**src/pkg/pic_pkg.sv**
```systemverilog
// package: port decode, command word fields, states and carriers of the interrupt controller
package pic_pkg;

  // ----------------------------------------
  // port offsets, only the low address bit reaches the block
  // ----------------------------------------
  localparam logic [7:0] PORT_CMD = 8'h20;
  localparam logic [7:0] PORT_DATA = 8'h21;

  // ----------------------------------------
  // field positions
  // ----------------------------------------
  localparam int W1_ID = 4;
  localparam int W1_LEVEL = 3;
  localparam int W1_INTERVAL = 2;
  localparam int W1_SINGLE = 1;
  localparam int W1_NEED4 = 0;
  localparam int W4_SFNM = 4;
  localparam int W4_BUF = 3;
  localparam int W4_MASTER = 2;
  localparam int W4_AEOI = 1;
  localparam int OP_SEL = 3;
  localparam int OP2_ROT = 7;
  localparam int OP2_SL = 6;
  localparam int OP2_EOI = 5;
  localparam int OP3_SPECIAL_MASK_CHANGE_ENABLE = 6;
  localparam int OP3_SMM = 5;
  localparam int OP3_POLL = 2;
  localparam int OP3_RR = 1;
  localparam int OP3_RIS = 0;

  // ----------------------------------------
  // reset and initialisation values
  // ----------------------------------------
  localparam logic [7:0] MASK_RST = 8'hff;
  localparam logic [7:0] MASK_INIT = 8'h00;
  localparam logic [2:0] PRIO_RST = 3'h7;
  localparam logic [4:0] BASE_RST = 5'h00;

  // ----------------------------------------
  // states and carriers
  // ----------------------------------------
  typedef enum logic [1:0] {ST_READY, ST_WAIT_W2, ST_WAIT_W4} pic_state_type;

  typedef struct packed {
    logic sel;
    logic a0;
    logic wr;
    logic rd;
    logic ack;
    logic [7:0] data;
  } pic_bus_type;

  typedef struct packed {
    logic level;
    logic interval4;
    logic single;
    logic need4;
    logic sfnm;
    logic buffered;
    logic master;
    logic aeoi;
    logic [4:0] base;
  } pic_cfg_type;

endpackage : pic_pkg

```
**src/logic/pic_core.sv**
```systemverilog
// eight-input priority interrupt controller with processor port
`timescale 1ns/100ps

// Overview of operation
// - port 0x20 write with bit4 starts initialisation
// - first word bit3: level or edge inputs
// - first word bit2: call interval 4 or 8
// - first word bit1: single or cascaded operation
// - first word bit0: fourth word expected or skipped
// - second word stores type bits 7..3
// - acknowledge drives base plus serviced level
// - cascade word never sent; skip it
// - fourth word bit4 selects special fully nested
// - fourth word bits 3,2: buffered, master role
// - fourth word bit1 selects automatic end-of-service
// - port 0x21 after initialisation loads mask
// - bits 4,3 zero: rotate, specific, end-of-service
// - specific bit makes bits 2..0 name level
// - third word; special mask needs enable bit
// - poll: next read returns highest pending level
// - readback selects in-service or request register

module pic_core (
  // clock, reset and clock enable
  input wire logic clock_i,
  input wire logic rst_i,
  input wire logic ce_i,
  // processor port
  input wire pic_pkg::pic_bus_type bus_i,
  output logic [7:0] data_o,
  output logic data_oe_o,
  output logic buf_en_o,
  // request inputs and request to the processor
  input wire logic [7:0] request_input_i,
  output logic int_o
);

  // ----------------------------------------
  // state
  // ----------------------------------------
  pic_pkg::pic_state_type state_q;
  pic_pkg::pic_cfg_type cfg_q;
  logic [7:0] mask_q;
  logic [7:0] irr_q;
  logic [7:0] prev_q;
  logic [7:0] in_service_register_q;
  logic [2:0] prio_q;
  logic special_mask_state_q;
  logic rot_aeoi_q;
  logic poll_q;
  logic readback_select_in_service_q;
  logic ack_phase_q;
  logic [2:0] ack_level_q;
  logic [7:0] data_q;
  logic oe_q;
  logic buf_q;
  logic int_q;

  // ----------------------------------------
  // port decode
  // ----------------------------------------
  logic wr_cmd;
  logic wr_data;
  logic rd_strobe;
  logic w1;
  logic op2;
  logic op3;
  logic ack1;
  logic ack2;
  logic [7:0] d;

  assign d = bus_i.data;
  assign wr_cmd = bus_i.sel & bus_i.wr & (bus_i.a0 == pic_pkg::PORT_CMD[0]);
  assign wr_data = bus_i.sel & bus_i.wr & (bus_i.a0 == pic_pkg::PORT_DATA[0]);
  assign rd_strobe = bus_i.sel & bus_i.rd;
  assign w1 = wr_cmd & d[pic_pkg::W1_ID];
  assign op2 = wr_cmd & ~d[pic_pkg::W1_ID] & ~d[pic_pkg::OP_SEL];
  assign op3 = wr_cmd & ~d[7] & ~d[pic_pkg::W1_ID] & d[pic_pkg::OP_SEL];
  assign ack1 = bus_i.ack & ~ack_phase_q;
  assign ack2 = bus_i.ack & ack_phase_q;

  // ----------------------------------------
  // priority resolution
  // ----------------------------------------
  // returns {found, level}; the level just above low has top priority
  function automatic logic [3:0] pic_top(input logic [7:0] v, input logic [2:0] low);
    logic [3:0] r;
    logic [2:0] k;
    r = 4'h0;
    for (int i = 7; i >= 0; i--) begin
      k = low + 3'(i) + 3'h1;
      if (v[k]) begin
        r = {1'b1, k};
      end
    end
    return r;
  endfunction : pic_top

  logic [7:0] req_vec;
  logic [7:0] isr_eff;
  logic [3:0] top_req;
  logic [3:0] top_isr;
  logic [2:0] pos_req;
  logic [2:0] pos_isr;
  logic grant;

  assign req_vec = irr_q & ~mask_q;
  // special mask lets masked serviced levels stop blocking
  assign isr_eff = special_mask_state_q ? (in_service_register_q & ~mask_q) : in_service_register_q;
  assign top_req = pic_top(req_vec, prio_q);
  assign top_isr = pic_top(isr_eff, prio_q);
  assign pos_req = top_req[2:0] - prio_q - 3'h1;
  assign pos_isr = top_isr[2:0] - prio_q - 3'h1;
  // special fully nested lets an equal level through again
  assign grant = top_req[3] & (~top_isr[3] | (pos_req < pos_isr) |
                 (cfg_q.sfnm & (pos_req == pos_isr)));

  // ----------------------------------------
  // service events
  // ----------------------------------------
  logic serve;
  logic [7:0] set_isr;
  logic [7:0] clr_isr;
  logic [2:0] eoi_level;
  logic eoi_hit;

  // acknowledge or polled read both take the winning level
  assign serve = ack1 | (rd_strobe & poll_q);
  assign set_isr = (serve & grant) ? (8'h01 << top_req[2:0]) : 8'h00;
  assign eoi_level = d[pic_pkg::OP2_SL] ? d[2:0] : top_isr[2:0];
  assign eoi_hit = op2 & d[pic_pkg::OP2_EOI] & (d[pic_pkg::OP2_SL] | top_isr[3]);
  always_comb begin
    clr_isr = 8'h00;
    if (eoi_hit) begin
      clr_isr = 8'h01 << eoi_level;
    end else if (ack2 & cfg_q.aeoi) begin
      clr_isr = 8'h01 << ack_level_q;
    end
  end

  // ----------------------------------------
  // initialisation sequence
  // ----------------------------------------
  // cascade word is skipped: second word goes on to fourth or ready
  always_ff @(posedge clock_i or posedge rst_i) begin
    if (rst_i) begin
      state_q <= pic_pkg::ST_READY;
    end else if (ce_i) begin
      if (w1) begin
        state_q <= pic_pkg::ST_WAIT_W2;
      end else if (wr_data) begin
        unique case (state_q)
          pic_pkg::ST_WAIT_W2: state_q <= cfg_q.need4 ? pic_pkg::ST_WAIT_W4 : pic_pkg::ST_READY;
          pic_pkg::ST_WAIT_W4: state_q <= pic_pkg::ST_READY;
          pic_pkg::ST_READY: state_q <= pic_pkg::ST_READY;
        endcase
      end
    end
  end

  // configuration fields from the initialisation words
  always_ff @(posedge clock_i or posedge rst_i) begin
    if (rst_i) begin
      cfg_q <= '0;
      cfg_q.base <= pic_pkg::BASE_RST;
    end else if (ce_i) begin
      if (w1) begin
        cfg_q.level <= d[pic_pkg::W1_LEVEL];
        cfg_q.interval4 <= d[pic_pkg::W1_INTERVAL];
        cfg_q.single <= d[pic_pkg::W1_SINGLE];
        cfg_q.need4 <= d[pic_pkg::W1_NEED4];
        cfg_q.sfnm <= 1'b0;
        cfg_q.buffered <= 1'b0;
        cfg_q.master <= 1'b0;
        cfg_q.aeoi <= 1'b0;
      end else if (wr_data && state_q == pic_pkg::ST_WAIT_W2) begin
        cfg_q.base <= d[7:3];
      end else if (wr_data && state_q == pic_pkg::ST_WAIT_W4) begin
        cfg_q.sfnm <= d[pic_pkg::W4_SFNM];
        cfg_q.buffered <= d[pic_pkg::W4_BUF];
        cfg_q.master <= d[pic_pkg::W4_MASTER] & d[pic_pkg::W4_BUF];
        cfg_q.aeoi <= d[pic_pkg::W4_AEOI];
      end
    end
  end

  // ----------------------------------------
  // mask register
  // ----------------------------------------
  always_ff @(posedge clock_i or posedge rst_i) begin
    if (rst_i) begin
      mask_q <= pic_pkg::MASK_RST;
    end else if (ce_i) begin
      if (w1) begin
        mask_q <= pic_pkg::MASK_INIT;
      end else if (wr_data && state_q == pic_pkg::ST_READY) begin
        mask_q <= d;
      end
    end
  end

  // ----------------------------------------
  // request latches, one per input
  // ----------------------------------------
  for (genvar n = 0; n < 8; n++) begin : g_req
    always_ff @(posedge clock_i or posedge rst_i) begin
      if (rst_i) begin
        irr_q[n] <= 1'b0;
        prev_q[n] <= 1'b0;
      end else if (ce_i) begin
        prev_q[n] <= request_input_i[n];
        if (cfg_q.level) begin
          irr_q[n] <= request_input_i[n];
        end else if (request_input_i[n] & ~prev_q[n]) begin
          irr_q[n] <= 1'b1;
        end else if (set_isr[n]) begin
          irr_q[n] <= 1'b0;
        end
      end
    end
  end

  // ----------------------------------------
  // in-service register and rotation
  // ----------------------------------------
  // a new service wins over a clear of the same bit
  always_ff @(posedge clock_i or posedge rst_i) begin
    if (rst_i) begin
      in_service_register_q <= 8'h00;
    end else if (ce_i) begin
      if (w1) begin
        in_service_register_q <= 8'h00;
      end else begin
        in_service_register_q <= (in_service_register_q & ~clr_isr) | set_isr;
      end
    end
  end

  // lowest priority level moves with rotate commands
  always_ff @(posedge clock_i or posedge rst_i) begin
    if (rst_i) begin
      prio_q <= pic_pkg::PRIO_RST;
      rot_aeoi_q <= 1'b0;
    end else if (ce_i) begin
      if (w1) begin
        prio_q <= pic_pkg::PRIO_RST;
        rot_aeoi_q <= 1'b0;
      end else if (op2 & d[pic_pkg::OP2_ROT] & eoi_hit) begin
        prio_q <= eoi_level;
      end else if (op2 & d[pic_pkg::OP2_SL] & ~d[pic_pkg::OP2_EOI]) begin
        prio_q <= d[2:0];
      end else if (op2 & ~d[pic_pkg::OP2_SL] & ~d[pic_pkg::OP2_EOI]) begin
        rot_aeoi_q <= d[pic_pkg::OP2_ROT];
      end else if (ack2 & cfg_q.aeoi & rot_aeoi_q) begin
        prio_q <= ack_level_q;
      end
    end
  end

  // ----------------------------------------
  // third operation word modes
  // ----------------------------------------
  always_ff @(posedge clock_i or posedge rst_i) begin
    if (rst_i) begin
      special_mask_state_q <= 1'b0;
      readback_select_in_service_q <= 1'b0;
      poll_q <= 1'b0;
    end else if (ce_i) begin
      if (w1) begin
        special_mask_state_q <= 1'b0;
        readback_select_in_service_q <= 1'b0;
        poll_q <= 1'b0;
      end else if (op3) begin
        if (d[pic_pkg::OP3_SPECIAL_MASK_CHANGE_ENABLE]) begin
          special_mask_state_q <= d[pic_pkg::OP3_SMM];
        end
        if (d[pic_pkg::OP3_RR]) begin
          readback_select_in_service_q <= d[pic_pkg::OP3_RIS];
        end
        poll_q <= d[pic_pkg::OP3_POLL];
      end else if (rd_strobe) begin
        poll_q <= 1'b0;
      end
    end
  end

  // ----------------------------------------
  // acknowledge cycle: first pulse picks, second drives
  // ----------------------------------------
  always_ff @(posedge clock_i or posedge rst_i) begin
    if (rst_i) begin
      ack_phase_q <= 1'b0;
      ack_level_q <= 3'h7;
    end else if (ce_i) begin
      if (w1) begin
        ack_phase_q <= 1'b0;
      end else if (bus_i.ack) begin
        ack_phase_q <= ~ack_phase_q;
      end
      if (ack1) begin
        ack_level_q <= grant ? top_req[2:0] : 3'h7;
      end
    end
  end

  // ----------------------------------------
  // read data and outputs
  // ----------------------------------------
  always_ff @(posedge clock_i or posedge rst_i) begin
    if (rst_i) begin
      data_q <= 8'h00;
      oe_q <= 1'b0;
      buf_q <= 1'b0;
      int_q <= 1'b0;
    end else if (ce_i) begin
      oe_q <= rd_strobe | ack2;
      buf_q <= cfg_q.buffered & (rd_strobe | ack2);
      int_q <= grant & ~ack_phase_q;
      if (rd_strobe) begin
        if (poll_q) begin
          data_q <= {grant, 4'h0, top_req[2:0]};
        end else if (bus_i.a0 == pic_pkg::PORT_DATA[0]) begin
          data_q <= mask_q;
        end else begin
          data_q <= readback_select_in_service_q ? in_service_register_q : irr_q;
        end
      end else if (ack2) begin
        data_q <= {cfg_q.base, ack_level_q};
      end
    end
  end

  assign data_o = data_q;
  assign data_oe_o = oe_q;
  assign buf_en_o = buf_q;
  assign int_o = int_q;
endmodule : pic_core

```
**config.mk**
```make
export PLATFORM = sky130hd
export DESIGN_NAME = pic_core
export DESIGN_NICKNAME = d
export VERILOG_FILES = /design/src/pkg/pic_pkg.sv /design/src/logic/pic_core.sv
export SDC_FILE = /design/constraint.sdc
export NUM_CORES = 1
export LEC_CHECK = 0
export ABC_AREA = 0
export BUFFER_PORTS_ARGS = -buffer_cell sky130_fd_sc_hd__buf_2
export CAP_MARGIN = 20
export CORE_ASPECT_RATIO = 1.5
export CORE_UTILIZATION = 48
export CTS_BUF_LIST = sky130_fd_sc_hd__clkbuf_8
export DETAILED_ROUTE_END_ITERATION = 10
export PLACE_DENSITY = 0.68
export SYNTH_ARGS = -nofsm -noshare
export SYNTH_HDL_FRONTEND = slang
export SYNTH_SLANG_ARGS = --single-unit
```
**constraint.sdc**
```tcl
create_clock -name clock_i -period 7.9 [get_ports clock_i]
set_clock_uncertainty 0.15 [all_clocks]
set_input_delay 0.395 -clock clock_i [delete_from_list [all_inputs] [get_ports clock_i]]
set_output_delay 0.395 -clock clock_i [all_outputs]
set_load 0.1 [all_outputs]
```
==> flow_metrics.tcl <==
set metrics [dict create \
    antenna_found_initial 0 \
    regToRegStartpoint "prio_q[1]" \
    ys_async_sr_fraction_pct 100.0 \
    die_area_um2 13010 \
    switchingPower_mw 1.734 \
    seq_area_frac_synth_pct 27.72 \
    fillers 1129 \
    max_freq_mhz 147.7 \
    io_buffers 34 \
    intPower_mw 1.537 \
    overflow 0 \
    post-cts-setup-buffers 0 \
    vias 5617 \
    dr.pass1.iters 5 \
    clkPwrFrac_pct 9.9 \
    synth_top_area_share_pct 21.61 \
    initial_core_util_pct 49.86 \
    cp_data_arrival_time_ns 6.87 \
    synth_fp_nets 681 \
    power.density_nw_per_um2 505.9 \
    pin_count 35 \
    hold_viol 0 \
    multiInputGateArea_um2 4015 \
    critPathBufInv 2 \
    place_hpwl_um 14180 \
    track_usage_pct 29.91 \
    tns_ns 0 \
    instances_no_fill 820 \
    setup_viol 0 \
    critical_path.max_stage_delay_ns 0.75 \
    fp.dieW_um 93.46 \
    crit_path_top_delay_cell "o31ai_4" \
    cts_tree "done" \
    endpoint "irr_q[3]" \
    first_global_vias 5392 \
    placed_cells 803 \
    die_h_um 139.2 \
    seq_power_share_pct 17.4 \
    synth.most_common_cell "nand2_1" \
    gr-usage-met1_pct 34.52 \
    drt-total-wl_um 18820 \
    hold_path.class "in2async" \
    ant_nets 0 \
    clock-root-buffer "clkbuf_8" \
    synth_warnings 0 \
    grt_pass1_wl_um 29570 \
    synth_area_leaders "dfrtp_1 22%, mux4_2 9.3%, dfstp_2 6.1%, mux2i_1 5.0%, nand2_1 4.8%" \
    numCtsBuffers 9 \
    routabilityCongestion 0.9356 \
    wire_per_inst_um 22.95 \
    synth_cell_type_count 89 \
    cts_buffer_depth 2 \
    irDropWorstVdd_v 0.0002772 \
    drive_gt1_share_pct 20.99 \
    row_count 49 \
    r2r_setup_slack_ns 1.13 \
    crit_cells 18 \
    grt_util_met3_pct 3.618 \
    gr-max-usage-layer "met2" \
    core_area_um2 12080 \
    syn_to_final_growth_pct 7.355 \
    cts.htree.levels 3 \
    rsz0062_at_grt "false" \
    syn_inst 647 \
    synth-edff-count 0 \
    p_sw_share_pct 53.01 \
    clk_latency_ns 0.36 \
    ys_ff_latch 66 \
    antennaDiodeCount 0 \
    path_class "reg2reg" \
    ys.flop_type "dfrtp_1" \
    yosysTopAreaCell "dfrtp_1" \
    drt_iter0_drc 359 \
    critPathTopFamily "compound AO/OA/AOI/OAI gates" \
    postCtsHoldBufs 0 \
    gr-usage-met2_pct 51.35 \
    startpoint_type "flop" \
    crit_path_start "prio_q[1]" \
    cts_resized 0 \
    syn_avg_cell_area_um2 9.308 \
    clk_pin_slew_ns 0.07 \
    syn-cell-area_um2 6022 \
    slew_headroom_pct 30.41 \
    seqCellArea_um2 1669 \
    r2r-end "irr_q[3]" \
    fin_ws_ns 1.129 \
    path_max_fanout 22 \
    maxCapViolations 0 \
    synthTopCellsByCount "77 x nand2_1, 52 x dfrtp_1, 47 x o21ai_0" \
    fin_crit_sh_pct 85.71 \
    layout.nets 696 \
    p_leak_nw 2.591 \
    grt_start_max_net_pins 67 \
    power_mw 3.270 \
    vias_per_cell 6.850 \
    power_frac_comb_pct 72.6 \
    path_cells "inv_1 > ha_1 > inv_1 > mux4_2 > mux2i_4 > nor2_2 > a211o_1 > o31ai_4 > fa_1 > ha_1 > a21o_1 > a21oi_1 > a41oi_1 > o21ai_0 > o21ai_2 > nor3b_4 > nand3_1 > a31o_1" \
    required_ns 8.00 \
    min_period_ns 6.771 \
    crit_path_end_kind "flop" \
    dp_worst_setup_slack_ns 1.188 \
    cts.sinks 66 \
    drc 0 \
    worstMarginPinSlew_ns 1.036 \
    reg2regPathDepth 18 \
    status "complete, no violations" \
    timing.final.max_slew_violations 0 \
]
==> worst reg2reg max path: stages, from the launching register on <==
cell	delay [ns]
dfstp_2	0.73
inv_1	0.37
ha_1	0.41
inv_1	0.66
mux4_2	0.45
mux2i_4	0.29
nor2_2	0.13
a211o_1	0.36
o31ai_4	0.75
fa_1	0.56
ha_1	0.32
a21o_1	0.19
a21oi_1	0.14
a41oi_1	0.05
o21ai_0	0.12
o21ai_2	0.20
nor3b_4	0.43
nand3_1	0.13
a31o_1	0.26
==> cells by family (layout without fill, tap and decap cells) <==
group / Yosys count / count (layout) / share of synthesized area [%]
AO/OA/AOI/OAI: 215 / 215 / 26.08
XOR/XNOR: 9 / 9 / 1.558
adder cells (fa/ha/maj): 10 / 10 / 2.327
buffers and inverters: 72 / 92 / 5.610
flip-flops: 66 / 66 / 27.72
multiplexers: 77 / 77 / 20.36
AND/OR/NAND/NOR: 198 / 198 / 16.35
==> worst min path at each step <==
| stage | from | end | slack, ns | depth (start not counted) |
|---|---|---|---|---|
| floorplan | cfg_q[7] | cfg_q[7] | 0.30 | 2 |
| global placement | data_o[7] | data_o[7] | 0.31 | 2 |
| detailed placement | data_o[0] | data_o[0] | 0.31 | 2 |
| CTS | request_input_i[6] | prev_q[6] | 0.11 | 3 |
| global route | request_input_i[6] | prev_q[6] | 0.15 | 3 |
| finish | rst_i | data_oe_o | 0.12 | 3 |
==> metrics by stage <==
stage | util (%) | hold WS [ns] | area, um^2
after detailed placement | 51.59 | 0.3135 | 6231
final | 53.53 | 0.1159 | 6465
after floorplan | - | 0.2998 | 6022
after global routing | 53.53 | 0.1477 | 6465
after global placement | 51.59 | 0.3119 | 6231
after CTS | 53.47 | 0.1067 | 6457
==> power groups by stage <==
stage	logic [mW]	registers, mW	clock network, mW
after floorplan	1.80	0.628	0
after global placement	2.29	0.568	0
after detailed placement	2.33	0.573	0
after CTS	2.34	0.567	0.329
after global routing	2.54	0.580	0.343
final	2.38	0.570	0.325
==> flip-flops by register name, summed over array words and instances, names as in the netlist <==
name / count
data_oe_o: 1
ack_phase_q: 1
data_o: 8
readback_select_in_service_q: 1
int_o: 1
state_q: 2
buf_en_o: 1
prio_q: 3
special_mask_state_q: 1
cfg_q: 10
rot_aeoi_q: 1
prev_q: 8
ack_level_q: 3
in_service_register_q: 8
poll_q: 1
irr_q: 8
mask_q: 8
==> final cells by class <==
type                            count  share of cell area (%)
Multi-Input combinational cell    509                   62.11
Sequential cell                    66                   25.82
Timing Repair Buffer               40                   3.329
Tap cell                          153                   2.961
Inverter                           36                   2.284
Clock buffer                       10                   2.129
Clock inverter                      6                   1.374
==> per-layer routing <==
layer | share of wire, % | wire (um)
met1 | 37 | 6927
met4 | 6.7 | 1255
met2 | 51 | 9673
met5 | 0 | 0
met3 | 5.1 | 961
==> cell usage in the layout (no fill, tap or decap), drive strengths merged, types with 13 or more instances in the layout <==
cell    instances
nand2          77
o21ai          54
dfrtp          52
buf            40
a21oi          38
inv            35
mux2i          34
nor2           33
mux4           30
nor3           17
nand2b         15
dfstp          14
mux2           13
(Power assumes the default switching activity.)
